`src/acs_pkg.sv`:
```
// Purpose: Shared constants for the conversion sequencer.
// Assumes: APB with 32-bit data, one aligned word per register.
// Notes: Register layouts are local choices.
package acs_pkg;
  // ****************************************************************
  // Register byte offsets
  // ****************************************************************
  localparam logic [7:0] ACS_OFF_CTRL0 = 8'h00;
  localparam logic [7:0] ACS_OFF_CTRL1 = 8'h04;
  localparam logic [7:0] ACS_OFF_RESH = 8'h08;
  localparam logic [7:0] ACS_OFF_RESL = 8'h0C;
  localparam logic [7:0] ACS_OFF_IRQ_STAT = 8'h10;
  localparam logic [7:0] ACS_OFF_IRQ_EN = 8'h14;
  localparam logic [7:0] ACS_OFF_IRQ_CLR = 8'h18;
  localparam logic [7:0] ACS_OFF_SAMPLE = 8'h1C;
  // ****************************************************************
  // Field positions of control_reg0 and control_reg1
  // ****************************************************************
  localparam int ACS_C0_CHAN_LSB = 0;
  localparam int ACS_C0_FMT = 4;
  localparam int ACS_C0_PWR = 5;
  localparam int ACS_C0_BUSY = 6;
  localparam int ACS_C0_START = 7;
  localparam int ACS_C1_DIV_LSB = 0;
  localparam int ACS_C1_REF_LSB = 3;
  localparam int ACS_C1_SRC_LSB = 5;
  localparam int ACS_C1_GIE = 8;
  // ****************************************************************
  // Reset values and timing counts
  // ****************************************************************
  localparam logic [7:0] ACS_C0_RST = 8'h00;
  localparam logic [8:0] ACS_C1_RST = 9'h000;
  localparam logic [4:0] ACS_SAMPLE_CYC = 5'd4;
  localparam logic [4:0] ACS_CONV_CYC = 5'd12;
  localparam logic [4:0] ACS_TOTAL_CYC = 5'd16;
  localparam logic [11:0] ACS_FULL_SCALE = 12'hFFF;
  typedef enum logic [1:0] {
    ACS_IDLE = 2'b00,
    ACS_ARMED = 2'b01,
    ACS_SAMPLING = 2'b10,
    ACS_CONVERTING = 2'b11
  } acs_state_e;
endpackage

```
`src/acs_sequencer.sv`:
```
// Purpose: Control and sequencing of a 12-bit SAR converter with an APB register file.
// Assumes: pclk at 100 MHz; analog comparator delivers one decision bit per A/D clock.
// Notes: Zero-wait-state APB slave; unmapped addresses read zero, writes ignored.
// ****************************************************************
// Sequencer module
// ****************************************************************
// Contract
// - Sample four, convert twelve, sixteen A/D clocks.
// - Start runs only after full high-low pulse.
// - Busy high during conversion, results then valid.
// - Conversion runs with no software help.
// - Power enable bit gates converter power.
// - Format bit arranges result across bytes.
// - Result is unsigned twelve bits, FFFH full.
// - Divider code gives fsys over two-power.
// - Source codes 000,101-111 route external channel.
// - Completion sets flag and raises enabled interrupt.
//
// Implementation choices: the APB interface to the registers and the placing of the registers.
module acs_sequencer (
  // Clock, reset and enable
  input wire logic pclk,
  input wire logic presetn,
  input wire logic clk_en,
  // APB slave
  input wire logic psel,
  input wire logic penable,
  input wire logic pwrite,
  input wire logic [7:0] paddr,
  input wire logic [31:0] pwdata,
  output logic [31:0] prdata,
  output logic pready,
  output logic pslverr,
  // Analog front end
  input wire logic cmp_bit,
  output logic analog_power_on,
  output logic sample_hold,
  output logic [3:0] external_channel_select,
  output logic [2:0] internal_source_select,
  output logic [1:0] reference_select,
  output logic [11:0] dac_trial,
  output logic ext_route,
  // Interrupt
  output logic irq
);
  import acs_pkg::*;

  // ****************************************************************
  // Registers
  // ****************************************************************
  logic [7:0] ctrl0_r, ctrl0_nxt;
  logic [8:0] ctrl1_r, ctrl1_nxt;
  logic [11:0] result_r, result_nxt;
  logic [11:0] sar_r, sar_nxt;
  logic irq_stat_r, irq_stat_nxt;
  logic irq_en_r, irq_en_nxt;
  logic busy_r, busy_nxt;
  logic [6:0] div_cnt_r, div_cnt_nxt;
  logic [4:0] step_r, step_nxt;
  acs_state_e state_r, state_nxt;
  logic wr, adck_tick, done;
  logic [6:0] div_limit;
  logic [11:0] bit_mask;

  function automatic logic hit(input logic [7:0] a, input logic [7:0] off);
    hit = (a == off);
  endfunction

  assign pready = 1'b1;
  assign pslverr = 1'b0;
  assign wr = psel & penable & pwrite;
  assign div_limit = 7'((8'd1 << ctrl1_r[ACS_C1_DIV_LSB +: 3]) - 8'd1);
  assign adck_tick = (div_cnt_r == div_limit);
  assign bit_mask = 12'h800 >> (step_r - ACS_SAMPLE_CYC);

  // ****************************************************************
  // Register and sequencer next state
  // ****************************************************************
  always_comb begin
    ctrl0_nxt = ctrl0_r;
    ctrl1_nxt = ctrl1_r;
    irq_en_nxt = irq_en_r;
    irq_stat_nxt = irq_stat_r;
    result_nxt = result_r;
    sar_nxt = sar_r;
    busy_nxt = busy_r;
    step_nxt = step_r;
    state_nxt = state_r;
    div_cnt_nxt = adck_tick ? 7'd0 : 7'(div_cnt_r + 7'd1);
    done = 1'b0;
    if (wr && hit(paddr, ACS_OFF_CTRL0)) begin
      ctrl0_nxt = pwdata[7:0];
    end
    if (wr && hit(paddr, ACS_OFF_CTRL1)) begin
      ctrl1_nxt = pwdata[8:0];
    end
    if (wr && hit(paddr, ACS_OFF_IRQ_EN)) begin
      irq_en_nxt = pwdata[0];
    end
    case (state_r)
      ACS_IDLE: begin
        if (ctrl0_nxt[ACS_C0_START] && !ctrl0_r[ACS_C0_START]) begin
          state_nxt = ACS_ARMED;
        end
      end
      ACS_ARMED: begin
        if (!ctrl0_nxt[ACS_C0_START]) begin
          state_nxt = ACS_SAMPLING;
          busy_nxt = 1'b1;
          step_nxt = 5'd0;
          sar_nxt = 12'h000;
          div_cnt_nxt = 7'd0;
        end
      end
      ACS_SAMPLING: begin
        if (adck_tick) begin
          step_nxt = 5'(step_r + 5'd1);
          if (step_r == ACS_SAMPLE_CYC - 5'd1) begin
            state_nxt = ACS_CONVERTING;
          end
        end
      end
      ACS_CONVERTING: begin
        if (adck_tick) begin
          // Each A/D clock resolves one bit, MSB first
          sar_nxt = cmp_bit ? (sar_r | bit_mask) : sar_r;
          step_nxt = 5'(step_r + 5'd1);
          if (step_r == ACS_TOTAL_CYC - 5'd1) begin
            done = 1'b1;
            result_nxt = cmp_bit ? (sar_r | bit_mask) : sar_r;
            busy_nxt = 1'b0;
            state_nxt = ACS_IDLE;
          end
        end
      end
      default: state_nxt = ACS_IDLE;
    endcase
    // A new rising edge on start aborts whatever was running.
    if (state_r != ACS_IDLE && ctrl0_nxt[ACS_C0_START] && !ctrl0_r[ACS_C0_START]) begin
      state_nxt = ACS_ARMED;
      busy_nxt = 1'b0;
      done = 1'b0;
      result_nxt = result_r;
    end
    if (!ctrl0_nxt[ACS_C0_PWR]) begin
      state_nxt = ACS_IDLE;
      busy_nxt = 1'b0;
      done = 1'b0;
      result_nxt = result_r;
    end
    // Set wins over a simultaneous clear.
    if (wr && hit(paddr, ACS_OFF_IRQ_CLR) && pwdata[0]) begin
      irq_stat_nxt = 1'b0;
    end
    if (done) begin
      irq_stat_nxt = 1'b1;
    end
  end

  always_ff @(posedge pclk or negedge presetn) begin
    if (!presetn) begin
      ctrl0_r <= ACS_C0_RST;
      ctrl1_r <= ACS_C1_RST;
      irq_en_r <= 1'b0;
      irq_stat_r <= 1'b0;
      result_r <= 12'h000;
      sar_r <= 12'h000;
      busy_r <= 1'b0;
      step_r <= 5'd0;
      div_cnt_r <= 7'd0;
      state_r <= ACS_IDLE;
    end else if (clk_en) begin
      ctrl0_r <= ctrl0_nxt;
      ctrl1_r <= ctrl1_nxt;
      irq_en_r <= irq_en_nxt;
      irq_stat_r <= irq_stat_nxt;
      result_r <= result_nxt;
      sar_r <= sar_nxt;
      busy_r <= busy_nxt;
      step_r <= step_nxt;
      div_cnt_r <= div_cnt_nxt;
      state_r <= state_nxt;
    end
  end

  // ****************************************************************
  // Read data and outputs
  // ****************************************************************
  logic [7:0] res_hi, res_lo;
  always_comb begin
    if (ctrl0_r[ACS_C0_FMT]) begin
      res_hi = {4'h0, result_r[11:8]};
      res_lo = result_r[7:0];
    end else begin
      res_hi = result_r[11:4];
      res_lo = {result_r[3:0], 4'h0};
    end
    prdata = 32'h0000_0000;
    if (psel) begin
      case (paddr)
        ACS_OFF_CTRL0: prdata = {24'h00_0000, ctrl0_r[7], busy_r, ctrl0_r[5:0]};
        ACS_OFF_CTRL1: prdata = {23'h00_0000, ctrl1_r};
        ACS_OFF_RESH: prdata = {24'h00_0000, res_hi};
        ACS_OFF_RESL: prdata = {24'h00_0000, res_lo};
        ACS_OFF_IRQ_STAT: prdata = {31'h0000_0000, irq_stat_r};
        ACS_OFF_IRQ_EN: prdata = {31'h0000_0000, irq_en_r};
        ACS_OFF_SAMPLE: prdata = {27'h000_0000, step_r};
        default: prdata = 32'h0000_0000;
      endcase
    end
  end

  // Both the global and the local enable gate the line.
  assign irq = irq_stat_r & irq_en_r & ctrl1_r[ACS_C1_GIE];
  assign analog_power_on = ctrl0_r[ACS_C0_PWR];
  assign sample_hold = (state_r == ACS_SAMPLING);
  assign external_channel_select = ctrl0_r[ACS_C0_CHAN_LSB +: 4];
  assign internal_source_select = ctrl1_r[ACS_C1_SRC_LSB +: 3];
  assign reference_select = ctrl1_r[ACS_C1_REF_LSB +: 2];
  assign dac_trial = sar_r | ((state_r == ACS_CONVERTING) ? bit_mask : 12'h000);
  // Internal codes force the pin path off whatever the channel field holds.
  assign ext_route = (internal_source_select == 3'b000) ||
                     (internal_source_select >= 3'b101);
endmodule

```
`config.mk`:
```
export PLATFORM = sky130hd
export DESIGN_NAME = acs_sequencer
export DESIGN_NICKNAME = d
export VERILOG_FILES = /design/src/acs_pkg.sv /design/src/acs_sequencer.sv
export SDC_FILE = /design/constraint.sdc
export NUM_CORES = 1
export LEC_CHECK = 0
export BUFFER_PORTS_ARGS = -buffer_cell sky130_fd_sc_hd__buf_2
export CAP_MARGIN = 20
export CORE_UTILIZATION = 55
export CTS_BUF_LIST = sky130_fd_sc_hd__clkbuf_8
export CTS_CLUSTER_DIAMETER = 50
export CTS_CLUSTER_SIZE = 24
export DETAILED_ROUTE_END_ITERATION = 7
export HOLD_SLACK_MARGIN = 0.1
export PLACE_DENSITY_LB_ADDON = 0.05
export SLEW_MARGIN = 20
export SYNTH_ARGS = -nofsm -noshare
export SYNTH_HDL_FRONTEND = slang
export SYNTH_SLANG_ARGS = --single-unit
```
`constraint.sdc`:
```
create_clock -name pclk -period 5.4 [get_ports pclk]
set_input_delay 1.35 -clock pclk [delete_from_list [all_inputs] [get_ports pclk]]
set_output_delay 1.35 -clock pclk [all_outputs]
set_load 0.01 [all_outputs]
```
== Word level (Yosys, flattened, before mapping) ==
Index checks and enable logic that the tools add are counted.

* Logic and storage cells: 113
* Bits of input ports: 47
* Output and inout bits: 59
* Register bits after elaboration: 58

* Reduce and logical (&&, ||, !) cells: 27
* $lt $le $gt $ge: 1
* Muxes and demuxes: 38
* Equal/unequal tests: 23
* $add $sub $neg: 4
* Bitwise gates (word level): 7
* Shift operators: 2

{| class="wikitable"
|+ Operators by type and width
! kind !! count
|-
| 9-bit case mux with 7 select lines || 1
|-
| 12-bit two-way mux || 4
|-
| 8-bit by 5-bit equality test with 1-bit output, second input constant || 4
|-
| 8-bit two-way mux || 3
|-
| 12-bit bitwise OR || 2
|-
| 12-bit case mux with 2 select lines || 1
|-
| 7-bit two-way mux || 3
|-
| 8-bit by 4-bit equality test with 1-bit output, second input constant || 2
|-
| 2-bit two-way mux || 8
|-
| 4-bit != test, second input constant || 4
|-
| 1-bit two-way mux || 12
|-
| 12-bit by 5-bit >> shifter with 12-bit output, first input constant || 1
|-
| 5-bit two-way mux || 2
|-
| 5-bit case mux with 2 select lines || 1
|-
| 9-bit two-way mux || 1
|-
| 8-bit by 3-bit equality test with 1-bit output, second input constant || 1
|-
| 1-bit logical AND || 8
|-
| 8-bit logical NOT || 1
|-
| 4-bit by 2-bit != test with 1-bit output, second input constant || 2
|-
| 2-bit case mux with 4 select lines || 1
|-
| 2-bit AND reduction || 4
|-
| 4-bit AND reduction || 2
|-
| 2-bit nonzero test || 4
|-
| 7-bit by 1-bit adder with 7-bit output, second input constant || 1
|-
| 24 further kinds || 29
|}

== Longest topological paths before layout ==
Gate-level depths: netlist (run 1).

* Depth after elaboration: 10
* Mapped depth: 13
* Gate-level depth less buffers: 10

== Worst setup path before layout (run 1) ==
OpenSTA, ideal clock, no wires.

* Path type: input port to output port
* Start: input paddr[7]
* End: output prdata[1]
* Path slack: 1,297 ps
* Stages: 5
* Arrival time: 2,753 ps
* Path buffers: 1
* Required time: 4,050 ps
* Path through: or4_4 -> buf_6 -> nor2_1 -> a222oi_1 -> a21boi_0

* Longest elaborated chain between the ends: 3
* Elaborated cells on any way between the ends: 9
* Those cells by class: 6 x eq/ne; 2 x mux; 1 x reduce/logical

{| class="wikitable"
|+ RTL lines
! what !! line !! RTL
|-
| start, declared || acs_sequencer.sv:29 || <nowiki>input wire logic [7:0] paddr,</nowiki>
|-
| 8-bit by 5-bit equality test with 1-bit output (tied with other cells) || acs_sequencer.sv:200 || <nowiki>case (paddr)</nowiki>
|-
| 9-bit case mux with 7 select lines * || acs_sequencer.sv:200 ||
|-
| 9-bit two-way mux * || acs_sequencer.sv:199 || <nowiki>if (psel) begin</nowiki>
|-
| end, declared || acs_sequencer.sv:31 || <nowiki>output logic [31:0] prdata,</nowiki>
|}

Mark *: on every way between the ends. The rest lies on a longest branch, timed or not.

== Worst setup path in the final report (run 1) ==
* Start: input paddr[2]
* End: output prdata[1]

The elaborated chain is that of the path after synthesis.

==> results of run 1 <==
[power groups by stage]
stage	logic [W]	clock network (W)	registers [W]
global placement	0.000117	0	0.000456
finish	0.000121	0.000485	0.000449
floorplan	0.0000974	0	0.000450
global route	0.000136	0.000508	0.000450
CTS	0.000120	0.000489	0.000448
detailed placement	0.000120	0	0.000456
[worst paths after layout]
path,startpoint,end,depth (start not counted)
worst min register to register,result_r[9],result_r[9],2
min in group asynchronous,presetn,ctrl0_r[2],2
worst max-delay path,paddr[2],prdata[1],6
worst min-delay path,result_r[9],result_r[9],2
max in group asynchronous,presetn,div_cnt_r[1],2
worst max register to register,ctrl1_r[2],result_r[6],8
[critical path: stages]
cell,delay [ps]
buf_2,190
or4_1,640
nor2_1,480
a222oi_1,150
a21boi_0,250
buf_2,170
[metrics by stage]
stage           util  area, um2  hold slack [ps]
2_1_floorplan      -       4110              473
3_3_place_gp   0.601       4170              500
3_5_place_dp   0.601       4170              509
4_1_cts        0.635       4410              523
5_1_grt        0.635       4410              544
6_report       0.635       4410              521
[routing by layer]
metal,global-route usage,routed length [um],part of all wire
met1,0.395,4720,0.49
met3,0.0424,516,0.054
met5,0,0,0
met4,0.106,236,0.025
met2,0.381,4120,0.43
[logic make-up (layout without fill, tap and decap cells)]
| kind of cell | after synthesis | count (layout) |
|---|---|---|
| buffers and inverters | 86 | 104 |
| DFF | 57 | 57 |
| and+or+nand+nor | 123 | 123 |
| other | 2 | 25 |
| adders and majority gates | 16 | 16 |
| xor gates and xnor gates | 10 | 10 |
| muxes | 40 | 40 |
| AOI/OAI and AO/OA | 100 | 100 |
[state kept, by name (all words and copies together), names as in the netlist]
name,count
busy_r,1
ctrl0_r,7
ctrl1_r,9
div_cnt_r,7
irq_en_r,1
irq_stat_r,1
result_r,12
sar_r,12
state_r,2
step_r,5
[area by class of cell]
| cell class | instances | share of cell area |
|---|---|---|
| Sequential cell | 57 | 0.324 |
| Tap cell | 96 | 0.0272 |
| Timing Repair Buffer | 58 | 0.0664 |
| Multi-Input combinational cell | 314 | 0.504 |
| Inverter | 30 | 0.0255 |
| Clock inverter | 7 | 0.0253 |
| Clock buffer | 9 | 0.0281 |
[cells in the final DEF (no fill, tap or decap), types with 14 or more instances in the layout]
master	n
dfrtp_1	57
buf_2	57
inv_1	32
nand2_1	31
nor2_1	25
conb_1	25
mux2i_1	20
mux2_2	18
a21oi_1	17
ha_1	16
o21ai_0	14
==> results.cfg, run 1 <==
[synth]
synthAdderAreaFrac = 0.0497
synth_edf_count = 0
synth_simple_gate_area_frac = 0.169
synthMostInstantiatedCell = dfrtp_1
netlist_top_cells_count = dfrtp_1 (57), buf_4 (35), nand2_1 (31)
synth_top_cell_by_area = dfrtp_1
syn_inst = 434
async_flop_share = 1.00
syn_avg_cell_area_um2 = 9.28
synth_top_family_by_area = compound AO/OA/AOI/OAI gates
muxShareOfSynthArea = 0.106
synth_area_um2 = 4030
synth-seq-cells = 57
yosysWarnings = 0
synth-compound-area-share = 0.182
synthDistinctLibCells = 67
synth.area.top_cells = dfrtp_1 (35%), buf_4 (6.5%), mux2_2 (5.0%)
ys_seq_area_frac = 0.354
synth.top_cell.area_share = 0.354
synth_xor_area_frac = 0.0218
ys.flop_type = dfrtp_1

[timing]
hold_violations = 0
tightest_slew_ps = 755
fin_crit_sh = 0.849
setup_tns_ps = 0
final.setup.worst_slack_ps = 816
maxSlewViolCount = 0
setup_viol = 0
grt_setup_unrepaired = false
skew_ps = 11.0
slew-limit-headroom = 0.497
max_freq_ghz = 0.218
period_needed_ps = 4580

[clock_tree]
cts.sinks = 57
numCtsBuffers = 9
post_cts_buffers = 0
cts_tree = done
cts.reportedPaths.clkPinSlew_ps = 70
holdBufCountCts = 0
post_cts_resized = 0
insertion_delay_ps = 340
ctsHtreeMaxLevel = 3
clockBufferDepth = 2
cts-root-buf = clkbuf_8

[floorplanning]
core-area_um2 = 6940
die_y_um = 87.6
start_util = 0.580
rows = 30
dieWidth_um = 87.6
design.die.area_um2 = 7670
io_pins = 106

[layout]
diodes = 0
regArea_um2 = 1430
num-nets-final = 533
area_growth_pct = 9.48
fillerInstances = 613
drive_gt1_frac = 0.219
multi_input_area_um2 = 2220
stdcell_count = 571

[routing]
avgRoutedWirePerCell_um = 16.8
ant_nets = 0
viasPerCell = 5.84
drc = 0
wl_um = 9590
dr.pass1.iters = 5
drtIter0Drc = 167
vias = 3333

[power]
combPwrFrac = 0.115
power.switching_w = 0.000280
p_per_area_nw_per_um2 = 239
internal_power_w = 0.000775
power_frac_seq = 0.425
p_leak_nw = 2.29
p_clk_frac = 0.460
power.total_w = 0.00106
swShare = 0.266
max-vdd-ir-drop_v = 0.000165

[worst_hold_path]
hp-class = flip-flop to flip-flop

[grt]
first_global_vias = 3010
grt_antenna_before_repair = 0
grt_overflow_total = 0
grt_pass1_wl_um = 15200
grt_max_degree = 58
track_usage = 0.264

[placement]
place_hpwl_um = 7010
dp_slack_ps = 851
gp_congestion = 0.900
portBuffers = 57
place_inst = 555

[critical_path]
worst_ep_required_time_ps = 4050
cp_max_fo = 13
crit_path_start_kind = primary input
end_kind = output port
worstSetupPathType = primary input to output port
worstPathArrival_ps = 3230
rrSetupSlack_ps = 1800

[job]
cap_violations = 0

[run_status]
outcome = complete, no violations
Power figures use the tool's default switching activity.
==> run 2: changes to the inputs <==
- clock period: 5.4 -> 4.41 ns (I/O delays scaled with it)
==> run 2 against run 1 <==
Net effect:
- worst hold slack gained 1.1 ps
- register-to-register slack worse by 930 ps
- via count decreased by 0.72%
- wire length is 2.7% lower
- first-iteration DRC count up 37%
- sequential share of layout area increased by 0.23 points
- global-route usage is 0.28 points lower
- critical endpoint is now prdata[2]
- largest cell class unchanged
==> results.cfg, run 2 (same netlist as run 1, synthesis figures left out) <==
[critical_path]
critPathSlowestCell = nor3_1
path_cells = buf_2 > nor3_1 > nand2_1 > nor3_1 > nand2_1 > a21boi_0 > buf_2
cp_num_buf_inv = 2
crit_cells = 7
reg2regPathDepth = 8
worstPathArrival_ps = 2800
cp_max_fo = 5
worstSetupPathType = primary input to output port
cp_slowest_stage_delay_ps = 460
crit_path_start_kind = primary input
worst_ep_required_time_ps = 3310
cp_top_family = simple AND/OR/NAND/NOR gates
end_kind = output port

[run_status]
outcome = complete, no violations

[routing]
dr.pass1.iters = 5
drtIter0Drc = 229
wl_um = 9330
viasPerCell = 5.78
vias = 3309
drc = 0
ant_nets = 0
avgRoutedWirePerCell_um = 16.3

[power]
max-vdd-ir-drop_v = 0.000213
internal_power_w = 0.000849
power.switching_w = 0.000337
p_clk_frac = 0.412
power.total_w = 0.00119
p_leak_nw = 2.27
p_per_area_nw_per_um2 = 271
power_frac_seq = 0.463
swShare = 0.284
combPwrFrac = 0.125

[timing]
max_freq_ghz = 0.256
grt_setup_unrepaired = false
skew_ps = 5.91
period_needed_ps = 3900
hold_violations = 0
tightest_slew_ps = 742
final.setup.worst_slack_ps = 507
fin_crit_sh = 0.885
setup_viol = 0
slew-limit-headroom = 0.505
setup_tns_ps = 0
maxSlewViolCount = 0

[placement]
dp_slack_ps = 594
place_hpwl_um = 7110
gp_congestion = 0.896
portBuffers = 57
dpl_cell_area_um2 = 4180

[grt]
track_usage = 0.261
first_global_vias = 2901
grt_max_degree = 33
grt_antenna_before_repair = 0
grt_pass1_wl_um = 15000
grt_overflow_total = 0

[clock_tree]
cts_tree = done
post_cts_resized = 0
ctsHtreeMaxLevel = 3
cts.reportedPaths.clkPinSlew_ps = 70
holdBufCountCts = 0
numCtsBuffers = 9
post_cts_buffers = 0
clockBufferDepth = 2
cts-root-buf = clkbuf_8
insertion_delay_ps = 340
cts.sinks = 57

[floorplanning]
io_pins = 106
design.die.area_um2 = 7670
dieWidth_um = 87.6
core-area_um2 = 6940
start_util = 0.580
rows = 30
die_y_um = 87.6

[layout]
num-nets-final = 534
final_cell_area_um2 = 4380
drive_gt1_frac = 0.223
fillerInstances = 605
biggestRegsByFlops = result_r: 12 flops, sar_r: 12 flops, ctrl1_r: 9 flops
final_util = 0.630
diodes = 0
final_cell_mix = dfrtp_1 (57), buf_2 (57), inv_1 (31), nand2_1 (31)
area_growth_pct = 8.70

[worst_hold_path]
hp-class = flip-flop to flip-flop
whs_path_depth = 1

[job]
cap_violations = 0
[run 2: metal layers]
layer	track usage	share of wire
met1	0.387	0.49
met2	0.381	0.43
met4	0.113	0.020
met5	0	0
met3	0.0377	0.060
[run 2: worst paths after layout]
kind,from,end,slack (ps)
min in group asynchronous,presetn,ctrl0_r[2],820
setup / recovery,paddr[7],prdata[2],510
max in group asynchronous,presetn,step_r[3],2760
hold / removal,sar_r[7],sar_r[7],520
setup reg to reg,ctrl1_r[1],result_r[0],870
hold reg to reg,sar_r[7],sar_r[7],520
[run 2: area by class of cell]
cell class | instances | area, um2 | share of cell area
multi-input cells | 314 | 2220 | 0.507
repair buffers | 59 | 300 | 0.0686
clock inverters | 6 | 58.8 | 0.0134
flip-flops and latches | 57 | 1430 | 0.326
inverters | 30 | 113 | 0.0257
clock buffers | 10 | 138 | 0.0314
well taps | 96 | 120 | 0.0274
[run 2: through the flow]
step                      hold WS, ps  std cells
final                             522        572
after global routing              543        572
after CTS                         525        572
after detailed placement          510        556
after global placement            500        556
after floorplan                   473        457
[run 2: power groups by stage]
| stage | Combinational (W) | Sequential [W] | Clock, W |
|---|---|---|---|
| 5_1_grt | 0.000166 | 0.000550 | 0.000522 |
| 2_1_floorplan | 0.000119 | 0.000551 | 0 |
| 4_1_cts | 0.000147 | 0.000549 | 0.000501 |
| 3_5_place_dp | 0.000147 | 0.000559 | 0 |
| 6_report | 0.000148 | 0.000549 | 0.000489 |
| 3_3_place_gp | 0.000143 | 0.000558 | 0 |
[run 2: worst register-to-register path: cells and delay by family (launching register included)]
family	cells	cell delay, ps
AOI/OAI and AO/OA	2	880
xor gates and xnor gates	1	210
adders and majority gates	1	320
DFF	1	550
muxes	1	320
and+or+nand+nor	3	1190
